===== config.mk =====
export PLATFORM = sky130hd
export DESIGN_NAME = clock_source_failure_control
export DESIGN_NICKNAME = d
export VERILOG_FILES = /design/src/logic/clock_source_failure_control.v /design/src/logic/edge_sync.v
export VERILOG_INCLUDE_DIRS = /design/src /design/src/logic
export SDC_FILE = /design/constraint.sdc
export NUM_CORES = 1
export LEC_CHECK = 0
export BUFFER_PORTS_ARGS = -buffer_cell sky130_fd_sc_hd__buf_2
export CAP_MARGIN = 20
export CELL_PAD_IN_SITES_DETAIL_PLACEMENT = 1
export CELL_PAD_IN_SITES_GLOBAL_PLACEMENT = 2
export CORE_ASPECT_RATIO = 0.8
export CORE_UTILIZATION = 34
export DETAILED_ROUTE_END_ITERATION = 6
export GPL_ROUTABILITY_DRIVEN = 0
export PLACE_DENSITY_LB_ADDON = 0.12
export SYNTH_ARGS = -nofsm -noshare
export SYNTH_HDL_FRONTEND = slang
export SYNTH_SLANG_ARGS = --single-unit

===== constraint.sdc =====
create_clock -name ref_clk_i -period 2.5 [get_ports ref_clk_i]
set_clock_uncertainty 0.05 [all_clocks]
set_input_delay 0.5 -clock ref_clk_i [delete_from_list [all_inputs] [get_ports ref_clk_i]]
set_output_delay 0.5 -clock ref_clk_i [all_outputs]
set_load 0.1 [all_outputs]

===== src/logic/clock_ctrl_consts.vh =====
// Constants for the clock source and failure control block.
// Assumes inclusion by bare name from design files under logic/.
`ifndef CLOCK_CTRL_CONSTS_VH
`define CLOCK_CTRL_CONSTS_VH
`define CLK_RATE_HZ        25000000
`define OPT_WORD_W         8
`define OPT_WORDS          4
`define OPT_ADDR_W         2
// Option word 0 field positions
`define OPT_OSC_MODE_LSB   0
`define OPT_OSC_MODE_MSB   1
`define OPT_XTAL_DIS_BIT   2
// Clock source select codes
`define SRC_IPO            3'h0
`define SRC_XTAL           3'h1
`define SRC_EXT            3'h2
`define SRC_WDT            3'h3
// Oscillator modes
`define MODE_XTAL_LOW      2'h0
`define MODE_XTAL_MED      2'h1
`define MODE_XTAL_HIGH     2'h2
`define MODE_RC            2'h3
// Watchdog oscillator failure: system cycles without a watchdog edge
`define WDT_FAIL_CYCLES    8004
// Primary failure threshold 1 kHz, expressed as a period in ns
`define PRI_FAIL_PERIOD_NS 1000000
`define PRI_FAIL_CYCLES    ((`PRI_FAIL_PERIOD_NS) / 40)
`endif


===== src/logic/clock_source_failure_control.v =====
// Clock source selection, option loading and oscillator failure control.
// Assumes option memory answers in the same cycle as opt_rd_o with an address.
// Operation
// (RQ1) Every reset reloads option bits from program memory into hidden registers.
// (RQ2) Option memory changes take effect only after the next reset.
// (RQ3) Reset is held until option loading has finished.
// (RQ4) Option registers have no software read or write path.
// (RQ5) Software clears both failure enables before changing clock source.
// (RQ6) Failure enables may be set again after a source write completes.
// (RQ7) Precision oscillator runs after reset until software disables it.
// (RQ8) Primary failure raises event and switches system clock to watchdog osc.
// (RQ9) Switch only if watchdog oscillator enabled; watchdog reset not needed.
// (RQ10) Primary failure detected when clock falls below about 1 kHz.
// (RQ11) Watchdog oscillator failure raises event, clock source unchanged.
// (RQ12) After watchdog failure, primary failure is no longer detected.
// (RQ13) Software disables watchdog failure enable when that osc unusable.
// (RQ14) Watchdog failure declared after 8004 cycles without watchdog edge.
// (RQ15) System clock equals oscillator input, no internal divider.
// (RQ16) Oscillator mode comes from option bits, four modes.
// (RQ17) Crystal disable option sets crystal enable during reset; the core loads enable as the inverse of that bit.
// (RQ18) Software waits 1000 crystal cycles before selecting crystal.
// (RQ19) Primary detection best left off with slow external clocks.
// (RQ20) Each failure sets sticky status until software clears it.
`timescale 1ns/1ps
`include "clock_ctrl_consts.vh"
module clock_source_failure_control #(
  parameter WDT_FAIL_CYCLES = `WDT_FAIL_CYCLES,
  parameter PRI_FAIL_CYCLES = `PRI_FAIL_CYCLES
) (
  input  wire       ref_clk_i,
  input  wire       rst_i,
  // Option memory port
  output reg        opt_rd_o,
  output reg  [1:0] opt_addr_o,
  input  wire [7:0] opt_data_i,
  // Oscillator activity, asynchronous
  input  wire       sys_osc_activity_i,
  input  wire       wdt_osc_clk_i,
  // Software control, same clock
  input  wire       ctrl_we_i,
  input  wire [2:0] clock_source_select_i,
  input  wire       sys_osc_fail_enable_i,
  input  wire       wdt_fail_detect_enable_i,
  input  wire       ipo_enable_i,
  input  wire       xtal_enable_i,
  input  wire       wdt_osc_enable_i,
  input  wire       fail_clear_we_i,
  input  wire [1:0] fail_clear_i,
  // Outputs
  output reg        cpu_reset_o,
  output reg  [2:0] clock_source_o,
  output reg        ipo_enable_o,
  output reg        xtal_enable_o,
  output reg  [1:0] osc_mode_o,
  output reg        sys_osc_fail_event_o,
  output reg        wdt_osc_fail_event_o,
  output reg  [1:0] fail_status_o,
  output reg        sys_fail_en_o,
  output reg        wdt_fail_en_o
);
  localparam [2:0] ST_LOAD = 3'b001;
  localparam [2:0] ST_WAIT = 3'b010;
  localparam [2:0] ST_RUN  = 3'b100;
  localparam       CNT_W   = 16;
  localparam [CNT_W-1:0] WDT_LIM = WDT_FAIL_CYCLES[CNT_W-1:0];
  localparam [CNT_W-1:0] PRI_LIM = PRI_FAIL_CYCLES[CNT_W-1:0];

  reg [2:0]       state_reg;
  reg [7:0]       option_reg [0:`OPT_WORDS-1];
  reg [1:0]       load_idx_reg;
  reg [CNT_W-1:0] wdt_cnt_reg;
  reg [CNT_W-1:0] pri_cnt_reg;
  reg             wdt_dead_reg;
  wire            sys_rise;
  wire            wdt_rise;
  wire            sys_fail_hit;
  wire            wdt_fail_hit;

  edge_sync u_sys_sync (
    .ref_clk_i (ref_clk_i),
    .rst_i     (rst_i),
    .async_i   (sys_osc_activity_i),
    .rise_o    (sys_rise)
  );
  edge_sync u_wdt_sync (
    .ref_clk_i (ref_clk_i),
    .rst_i     (rst_i),
    .async_i   (wdt_osc_clk_i),
    .rise_o    (wdt_rise)
  );

  //////////////////////////////////////////////////////////////////////////
  // Option load: sequencer reads every word, then lets the core run
  // Option registers live only here; no port exposes a write path
  always @(posedge ref_clk_i) begin
    if (rst_i) begin // RQ1
      state_reg    <= ST_LOAD;
      load_idx_reg <= 2'h0;
      opt_rd_o     <= 1'b0;
      opt_addr_o   <= 2'h0;
      cpu_reset_o  <= 1'b1;
    end else begin
      opt_rd_o <= 1'b0;
      case (state_reg)
        ST_LOAD: begin
          opt_rd_o   <= 1'b1;
          opt_addr_o <= load_idx_reg;
          state_reg  <= ST_WAIT;
        end
        ST_WAIT: begin
          option_reg[load_idx_reg] <= opt_data_i; // RQ1 RQ2 RQ4
          if (load_idx_reg == 2'h3) begin
            state_reg   <= ST_RUN;
            cpu_reset_o <= 1'b0; // RQ3
          end else begin
            load_idx_reg <= load_idx_reg + 2'h1;
            state_reg    <= ST_LOAD;
          end
        end
        ST_RUN: begin
          cpu_reset_o <= 1'b0;
        end
        default: begin
          state_reg <= ST_LOAD;
        end
      endcase
    end
  end

  //////////////////////////////////////////////////////////////////////////
  // Failure detectors; counts run only while enabled in the run state
  assign wdt_fail_hit = wdt_fail_en_o & ~wdt_dead_reg &
                        (wdt_cnt_reg == WDT_LIM - 16'h0001);
  // Slow-clock threshold seen from the reference clock; a slow but
  // valid external clock trips it, which is why software may leave it off
  assign sys_fail_hit = sys_fail_en_o & ~wdt_dead_reg &
                        (pri_cnt_reg == PRI_LIM - 16'h0001);

  always @(posedge ref_clk_i) begin
    if (rst_i) begin
      wdt_cnt_reg <= 16'h0000;
      pri_cnt_reg <= 16'h0000;
    end else begin
      if (!wdt_fail_en_o || wdt_rise || wdt_fail_hit)
        wdt_cnt_reg <= 16'h0000;
      else
        wdt_cnt_reg <= wdt_cnt_reg + 16'h0001; // RQ14
      if (!sys_fail_en_o || sys_rise || sys_fail_hit)
        pri_cnt_reg <= 16'h0000;
      else
        pri_cnt_reg <= pri_cnt_reg + 16'h0001; // RQ10
    end
  end

  //////////////////////////////////////////////////////////////////////////
  // Control state, driven by software writes and by failures
  always @(posedge ref_clk_i) begin
    if (rst_i) begin
      clock_source_o       <= `SRC_IPO;
      ipo_enable_o         <= 1'b1; // RQ7
      xtal_enable_o        <= 1'b0;
      osc_mode_o           <= `MODE_XTAL_LOW;
      sys_fail_en_o        <= 1'b0;
      wdt_fail_en_o        <= 1'b0;
      sys_osc_fail_event_o <= 1'b0;
      wdt_osc_fail_event_o <= 1'b0;
      fail_status_o        <= 2'h0;
      wdt_dead_reg         <= 1'b0;
    end else if (state_reg != ST_RUN) begin
      // Options take effect as reset leaves, never later
      osc_mode_o    <= option_reg[0][`OPT_OSC_MODE_MSB:`OPT_OSC_MODE_LSB];
      xtal_enable_o <= ~option_reg[0][`OPT_XTAL_DIS_BIT]; // RQ16 RQ17
    end else begin
      sys_osc_fail_event_o <= sys_fail_hit; // RQ8
      wdt_osc_fail_event_o <= wdt_fail_hit; // RQ11
      if (ctrl_we_i) begin
        // Clock passes straight from the chosen source, undivided
        clock_source_o <= clock_source_select_i; // RQ15
        sys_fail_en_o  <= sys_osc_fail_enable_i; // RQ6
        wdt_fail_en_o  <= wdt_fail_detect_enable_i; // RQ6
        ipo_enable_o   <= ipo_enable_i; // RQ7
        xtal_enable_o  <= xtal_enable_i;
      end
      if (sys_fail_hit && wdt_osc_enable_i)
        clock_source_o <= `SRC_WDT; // RQ8 RQ9
      if (wdt_fail_hit)
        wdt_dead_reg <= 1'b1; // RQ12
      // Set wins over a clear in the same cycle
      fail_status_o <= ((fail_clear_we_i ? fail_status_o & ~fail_clear_i
                                         : fail_status_o)
                        | {wdt_fail_hit, sys_fail_hit}); // RQ20
    end
  end
endmodule // clock_source_failure_control


===== src/logic/edge_sync.v =====
// Three-stage synchroniser with rising-edge pulse for an oscillator pin.
// Assumes one ref_clk_i domain; input is asynchronous.
`timescale 1ns/1ps
module edge_sync (
  input  wire ref_clk_i,
  input  wire rst_i,
  input  wire async_i,
  output reg  rise_o
);
  reg [2:0] sync_reg;
  reg       level_reg;
  // Stage 1 may be metastable; a level counts once stages 2 and 3 agree.
  // Costs a cycle of latency; the pin must hold each level two cycles
  always @(posedge ref_clk_i) begin
    if (rst_i) begin
      sync_reg  <= 3'h0;
      level_reg <= 1'b0;
      rise_o    <= 1'b0;
    end else begin
      sync_reg <= {sync_reg[1:0], async_i};
      rise_o   <= (sync_reg[1] == sync_reg[2]) & sync_reg[2] & ~level_reg;
      if (sync_reg[1] == sync_reg[2])
        level_reg <= sync_reg[2];
    end
  end
endmodule // edge_sync


==> impl_summary.md, run 1 <==
Floorplanning
In this run the standard cell core region covers 0.00757 sq mm. The initial utilization of the core area, before any placement, comes to 0.361. 41 I/O pins were placed.

The standard-cell row count is 28. The die area is 0.00839 sq mm. In this run the horizontal extent of the chip is 102 microns. The die outline height is 82.2 microns.

Global routing
The pin count of the biggest net entering global routing is 25. The initial antenna violation count came to 0. The total congestion overflow is 0. The number of global-route vias before repair came to 1,992. The first global-routing pass estimated 9800 microns of wire. The overall track demand over capacity in global routing is 0.157.

Power
The total power is 2.02 mW. The analysis attributes to cell leakage a power of 1.13 nW. The power per cell area is 633 mW/mm^2. The highest ir drop seen on vdd is 0.276 mV.

Setup path
The type of element launching the critical path is a flip-flop. The critical path start-end classification is reg -> reg. The highest fanout seen on the critical path is 4. STA puts the critical path data arrival time at 2130 ps. At the worst endpoint, the required time is 2730 ps. STA classifies the critical path endpoint as a flip-flop. Setup slack on the worst reg-to-reg path comes out at 590 ps.

STA
Once routing completed, OpenROAD measured the worst setup slack at 594 ps. Setup repair after global routing left no endpoint under its margin. The count of endpoints failing hold in the final timing report is 0.

The measured slew at the worst slew-check pin is 637 ps. Measured against its own limit, the worst slew margin works out to 0.569. The post-route clock period utilization is 0.762. The final number of setup-violating endpoints is 0. The clock period minus final worst setup slack is 1910 ps. The number of slew-limit violations in the final report is 0. The highest clock frequency the design can meet is 525 MHz. In the final timing run, aggregate negative setup slack is 0 ps.

Finish
The number of antenna diodes in the final layout is 0. The finished cells cover 0.00319 sq mm. In the final layout, the share of cells above drive strength 1 is 0.171. Summing all flip-flop and latch instances after layout gives 0.00139 sq mm.

Summing all multi-input logic gate instances after layout gives 0.00126 sq mm. After the last flow step, the layout net total stands at 360. The area growth from synthesis to layout is 16.8%. The most common library cell in the layout ignoring fill and taps is sky130_fd_sc_hd__dfxtp_1. The filler cells instantiated in the layout total 920.

The top cell types in the final layout, fill and taps aside, are sky130_fd_sc_hd__dfxtp_1 (65), sky130_fd_sc_hd__nor2_1 (48), sky130_fd_sc_hd__buf_2 (35). The final core utilization is 0.421.

Synth
The async set-reset flop share out of synthesis is 0. The number of nets in the synthesized netlist is 320. The share of synthesized area in the top cell type comes to 0.477. Counting distinct cell types in the post-synthesis netlist gives 38. The instance count of the mapped netlist is 290. The share of the Yosys chip area taken by registers is 0.510. By area the synthesized netlist is led by sky130_fd_sc_hd__dfxtp_1 (48%), sky130_fd_sc_hd__nor2_1 (6.6%), sky130_fd_sc_hd__xnor2_1 (6.4%), sky130_fd_sc_hd__edfxtp_1 (3.3%), sky130_fd_sc_hd__nand3_1 (3.1%). The flip-flop and latch count after synthesis is 68. The synthesized netlist occupies a cell area of 0.00273 sq mm. The Yosys warning count is 0. The synthesized design contains 3 enable-type register cells. The per-instance average area after synthesis is 9.41 sq um. The largest area contributor in the synthesized netlist is sky130_fd_sc_hd__dfxtp_1. Among all flip-flop cells after synthesis, the most frequent one is sky130_fd_sc_hd__dfxtp_1.

Detailed routing
In the routed design, unresolved DRC markers number 0. The number of nets with antenna violations after detailed routing is 0. The number of vias in the routed layout is 2,067. The average vias per placed instance is 4.72. The total wirelength of the detailed-routed design is 5760 microns. In the final routed layout, each cell accounts on average for 13.1 microns. The length of the first detailed-routing pass in iterations is 5.

For this block, the initial DRC count from the detailed router was 49.

CTS
The clock insertion delay at the later pin of the skew report is 340 ps. The cell at the root of the clock tree is sky130_fd_sc_hd__clkbuf_8. For this design, the sink count on the clock tree is 68.

After clock tree synthesis, the flow added hold-fix buffers numbering 0. In this run the deepest clock path goes through 2 buffers. The count of H-tree levels built during CTS is 3.

The clock transition time at the flip-flop clock pins of the worst setup and hold paths is 70 ps. Buffers inserted during clock tree synthesis total 9. The TritonCTS clock tree is yes.

In this run, post-CTS repair resized a total of 0 instances. After clock tree synthesis, the setup repair step added 0 buffers.

Status
The flow ran to the end, and the final reports show no timing, DRC or antenna violations.

Placed design
Detailed placement ended at an HPWL of 4100 microns. The post-detailed-placement cell area is 0.00301 sq mm. Timing analysis after detailed placement gives a worst setup slack of 600 ps. The number of port buffers is 35.

Hold path
The worst hold path class is in -> reg.

Run
The number of violations of the max-capacitance limit is 0.
worst max-delay path: stages (launching register included):
cell	delay, ps
sky130_fd_sc_hd__dfxtp_1	360
sky130_fd_sc_hd__ha_1	250
sky130_fd_sc_hd__nor4b_1	250
sky130_fd_sc_hd__nand2_1	140
sky130_fd_sc_hd__or4_1	610
sky130_fd_sc_hd__a21oi_1	170
power breakdown:
part / total [mW] / internal [mW] / switching, mW
combinational: 0.0884 / 0.0298 / 0.0586
sequential: 1.12 / 1.11 / 0.0103
clock: 0.815 / 0.427 / 0.388
total: 2.02 / 1.56 / 0.457
cell type report:
class,count,share of cell area
clock buffers,12,0.0518
clock inverters,2,0.00314
inverters,9,0.0106
multi-input cells,204,0.395
flip-flops and latches,68,0.436
well taps,105,0.0412
repair buffers,38,0.0620
layer usage:
layer / up-vias / GRT usage / share of wire
li1: 1068 / - / -
met1: 957 / 0.218 / 0.53
met2: 32 / 0.211 / 0.40
met3: 10 / 0.0598 / 0.050
met4: 0 / 0.0729 / 0.018
met5: - / 0 / 0
cell usage after synthesis (all sizes together) (7+ instances only):
library cell and instances:
xor2 7, xnor2 20, nor2b 11, nor4 8
nand2 20, dfxtp 65, nor2 48, nand4 10
a21oi 16, nand3 17, inv 9
path summary, 6_finish.rpt:
| kind | cells after the start | to | start |
|---|---|---|---|
| worst max-delay path | 5 | wdt_dead_reg$_SDFFE_PP0P_ | wdt_cnt_reg[0]$_SDFF_PP0_ |
| worst min-delay path | 1 | option_reg[0][0]$_DFFE_PP_ | opt_data_i[0] |
| worst max register to register | 5 | wdt_dead_reg$_SDFFE_PP0P_ | wdt_cnt_reg[0]$_SDFF_PP0_ |
| worst min register to register | 1 | u_sys_sync.rise_o$_SDFF_PP0_ | u_sys_sync.level_reg$_SDFFE_PP0N_ |
logic make-up after synthesis:
family / Yosys count / synth area share
simple gates: 142 / 0.271
flops: 68 / 0.510
xor+xnor: 27 / 0.0866
compound gates: 23 / 0.0541
buf+inv: 18 / 0.0293
mux: 6 / 0.0220
fa+ha+maj: 6 / 0.0275
stage by stage:
stage / cells / hold WS, ps
floorplan: 290 / 348
global placement: 424 / 365
detailed placement: 424 / 368
CTS: 438 / 265
global route: 438 / 268
finish: 438 / 288
Power figures use the tool's default switching activity.
==> run 2: changes to the inputs <==
==> constraint.sdc (replaced) <==
create_clock -name ref_clk_i -period 1.8 [get_ports ref_clk_i]
set_clock_uncertainty 0.05 [all_clocks]
set_input_delay 0.36 -clock ref_clk_i [delete_from_list [all_inputs] [get_ports ref_clk_i]]
set_output_delay 0.36 -clock ref_clk_i [all_outputs]
set_load 0.1 [all_outputs]
==> impl_summary.md, run 2 (synthesis gave the netlist of run 1 again) <==
Setup path
The type of element launching the critical path is a flip-flop. The launch instance of the worst register-to-register path is wdt_cnt_reg[1]$_SDFF_PP0_. The endpoint of the worst register-to-register path is wdt_dead_reg$_SDFFE_PP0P_. The signal on the critical path passes through ha_2 > nor4b_4 > nand2_2 > or4_4 > a21oi_1. The worst setup path is of the reg -> reg kind. The number of buffers and inverters on the critical path is 0. The critical path required time is 2020 ps. In this run the worst path has a maximum fanout of 3. The cell with the largest stage delay on the worst path is sky130_fd_sc_hd__or4_4. On the worst path, the slowest cell contributes a delay of 550 ps.

The cell family contributing the most delay on the critical path is simple AND/OR/NAND/NOR gates. The number of cell instances on the worst register-to-register path is 5. The type of destination of the critical path is a flip-flop. The arrival time of the worst setup path is 1880 ps. In this run the register-to-register setup slack is 150 ps.

Floorplanning
The die outline height is 82.2 microns. For this design the top-level I/O count stands at 41. The die boundary width is 102 microns. For this configuration, the core starts out at a cell density of 0.361. The core area is 0.00757 sq mm. The die covers 0.00839 sq mm. The standard-cell row count is 28.

CTS
The longest clock path from root to sink contains 2 buffers. The clock insertion delay at the later pin of the skew report is 340 ps. The clock transition time at the flip-flop clock pins of the worst setup and hold paths is 70 ps.

The count of H-tree levels built during CTS is 3. TritonCTS built the clock tree. TritonCTS created 9 clock buffers.

The cell at the root of the clock tree is sky130_fd_sc_hd__clkbuf_8. The TritonCTS sink count is 68.

Status
The flow ran to the end, and the final reports show no timing, DRC or antenna violations.

STA
In the post-route analysis, the smallest setup slack over all paths is 147 ps. The number of slew-limit violations in the final report is 0. In the finished design, the share of the clock period the worst path needs comes to 0.918. The clock period minus final worst setup slack is 1650 ps. The measured slew at the worst slew-check pin is 498 ps. The relative max-transition margin is 0.670.

The highest clock frequency the design can meet is 605 MHz. The sum of negative setup slack is 0 ps. Setup violations remaining at the end of the flow were counted as 0. Setup repair after global routing could not meet its margin everywhere. The count of endpoints failing hold in the final timing report is 0.

Detailed routing
The length of the first detailed-routing pass in iterations is 4. After detailed routing, the total wire length is 5990 microns. The average detailed-routed wire length per instance is 13.1 microns.

The average vias per placed instance is 4.76. The count of nets left with antenna violations once routing finished came out at 0. The number of remaining DRC errors is 0. In this run, the number of DRC markers left after iteration 0 of detailed routing was 33.

The number of vias in the routed layout is 2,184.

Global routing
The initial antenna violation count is 0. The first global-routing pass estimated 10,300 microns of wire. The total congestion overflow is 0. The overall track demand over capacity in global routing is 0.162.

Entering global routing, the biggest net connects 17 pins. The number of global-route vias before repair is 2,158.

Run
Across the run, the number of max-cap violations was 0.

Finish
After filler insertion, the fill cell instance count of the layout stands at 919. 0 antenna diodes ended up in the layout. Relative to the synthesized area, the layout overhead comes to 23.1%. The fraction of final layout cells sized beyond drive strength 1 is 0.234.

The number of nets in the final layout is 380. The library cell used most frequently in the layout, excluding fill and tap cells, is sky130_fd_sc_hd__dfxtp_1. In the layout the commonest cells are sky130_fd_sc_hd__dfxtp_1 (62), sky130_fd_sc_hd__nor2_1 (48), sky130_fd_sc_hd__buf_2 (35).

Power
The share of total power dissipated in sequential elements is 0.554. Of the total power, the share spent switching nets is 0.232. The power per cell area is 833 mW/mm^2.

The share of total power in the clock network is 0.398. The cell-internal power is 2.15 mW. The total leakage power is 1.23 nW. The share of total power dissipated in combinational logic is 0.048. For this design the total switching power over the nets is 0.648 mW. Across the VDD grid, the largest voltage drop is 0.399 mV.

Hold path
The endpoint of the worst hold-timing path is option_reg[0][0]$_DFFE_PP_. Counting instances, the worst hold path has a depth of 1. The worst hold path class is in -> reg. In this run the most critical hold path is launched from opt_data_i[0].

Placed design
The worst slack at placement is 15.6 ps. Once detailed placement completed, the half-perimeter wirelength came to 4410 microns. The number of port buffers is 35.
[run 2: cell count changes in the layout (fill, tap and decap cells not counted), sizes merged]
cell and delta:
clkbuf +1, buf +20
[run 2: final cells by class]
class / count / area [sq um] / share of cell area
clock buffer: 13 / 159 / 0.0473
sequential: 68 / 1400 / 0.415
clock inverter: 2 / 10.0 / 0.00298
tap: 105 / 131 / 0.0391
inverter: 9 / 33.8 / 0.0101
timing repair buffer: 58 / 348 / 0.104
multi-input combinational: 204 / 1280 / 0.382
[run 2: power groups by stage]
stage          logic [mW]  clock network (mW)  registers [mW]
6_report            0.134                1.11            1.55
5_1_grt             0.146                1.24            1.55
4_1_cts             0.135                1.16            1.55
3_5_place_dp        0.135                   0            1.58
3_3_place_gp        0.135                   0            1.58
2_1_floorplan      0.0455                   0            1.62
[run 2: per-stage QoR]
step / cells / utilization / area, sq um / hold WS [ps] / power (mW)
after floorplan: 290 / - / 2730 / 348 / 1.67
final: 459 / 0.444 / 3360 / 155 / 2.80
after global placement: 444 / 0.418 / 3170 / 364 / 1.72
after CTS: 459 / 0.441 / 3340 / 135 / 2.85
after detailed placement: 444 / 0.418 / 3170 / 364 / 1.72
after global routing: 459 / 0.444 / 3360 / 129 / 2.94
[run 2: how the worst max path moves through the flow]
stage,start,endpoint,slack (ps),cells past startpoint
after floorplan,wdt_cnt_reg[0]$_SDFF_PP0_,wdt_cnt_reg[11]$_SDFF_PP0_,40,6
after global placement,pri_cnt_reg[3]$_SDFF_PP0_,clock_source_o[2]$_SDFFE_PP0P_,40,4
after detailed placement,wdt_cnt_reg[1]$_SDFF_PP0_,wdt_dead_reg$_SDFFE_PP0P_,20,5
after CTS,pri_cnt_reg[3]$_SDFF_PP0_,clock_source_o[2]$_SDFFE_PP0P_,20,4
after global routing,wdt_cnt_reg[1]$_SDFF_PP0_,wdt_cnt_reg[15]$_SDFF_PP0_,-10,6
final,wdt_cnt_reg[1]$_SDFF_PP0_,wdt_dead_reg$_SDFFE_PP0P_,150,5
[run 2: layer usage]
layer | part of all wire | GRT usage | vias up
met5 | 0 | 0 | -
met4 | 0.0092 | 0.0529 | 0
met3 | 0.047 | 0.0657 | 7
met2 | 0.40 | 0.239 | 40
met1 | 0.54 | 0.216 | 1025
li1 | - | - | 1112
[run 2: timing repair]
action,in CTS,in global routing
buffers inserted,0,0
setup endpoints to repair,2,23
hold endpoints to repair,0,0
pin swaps,0,2
gates resized for setup,1,5
hold buffers,0,0
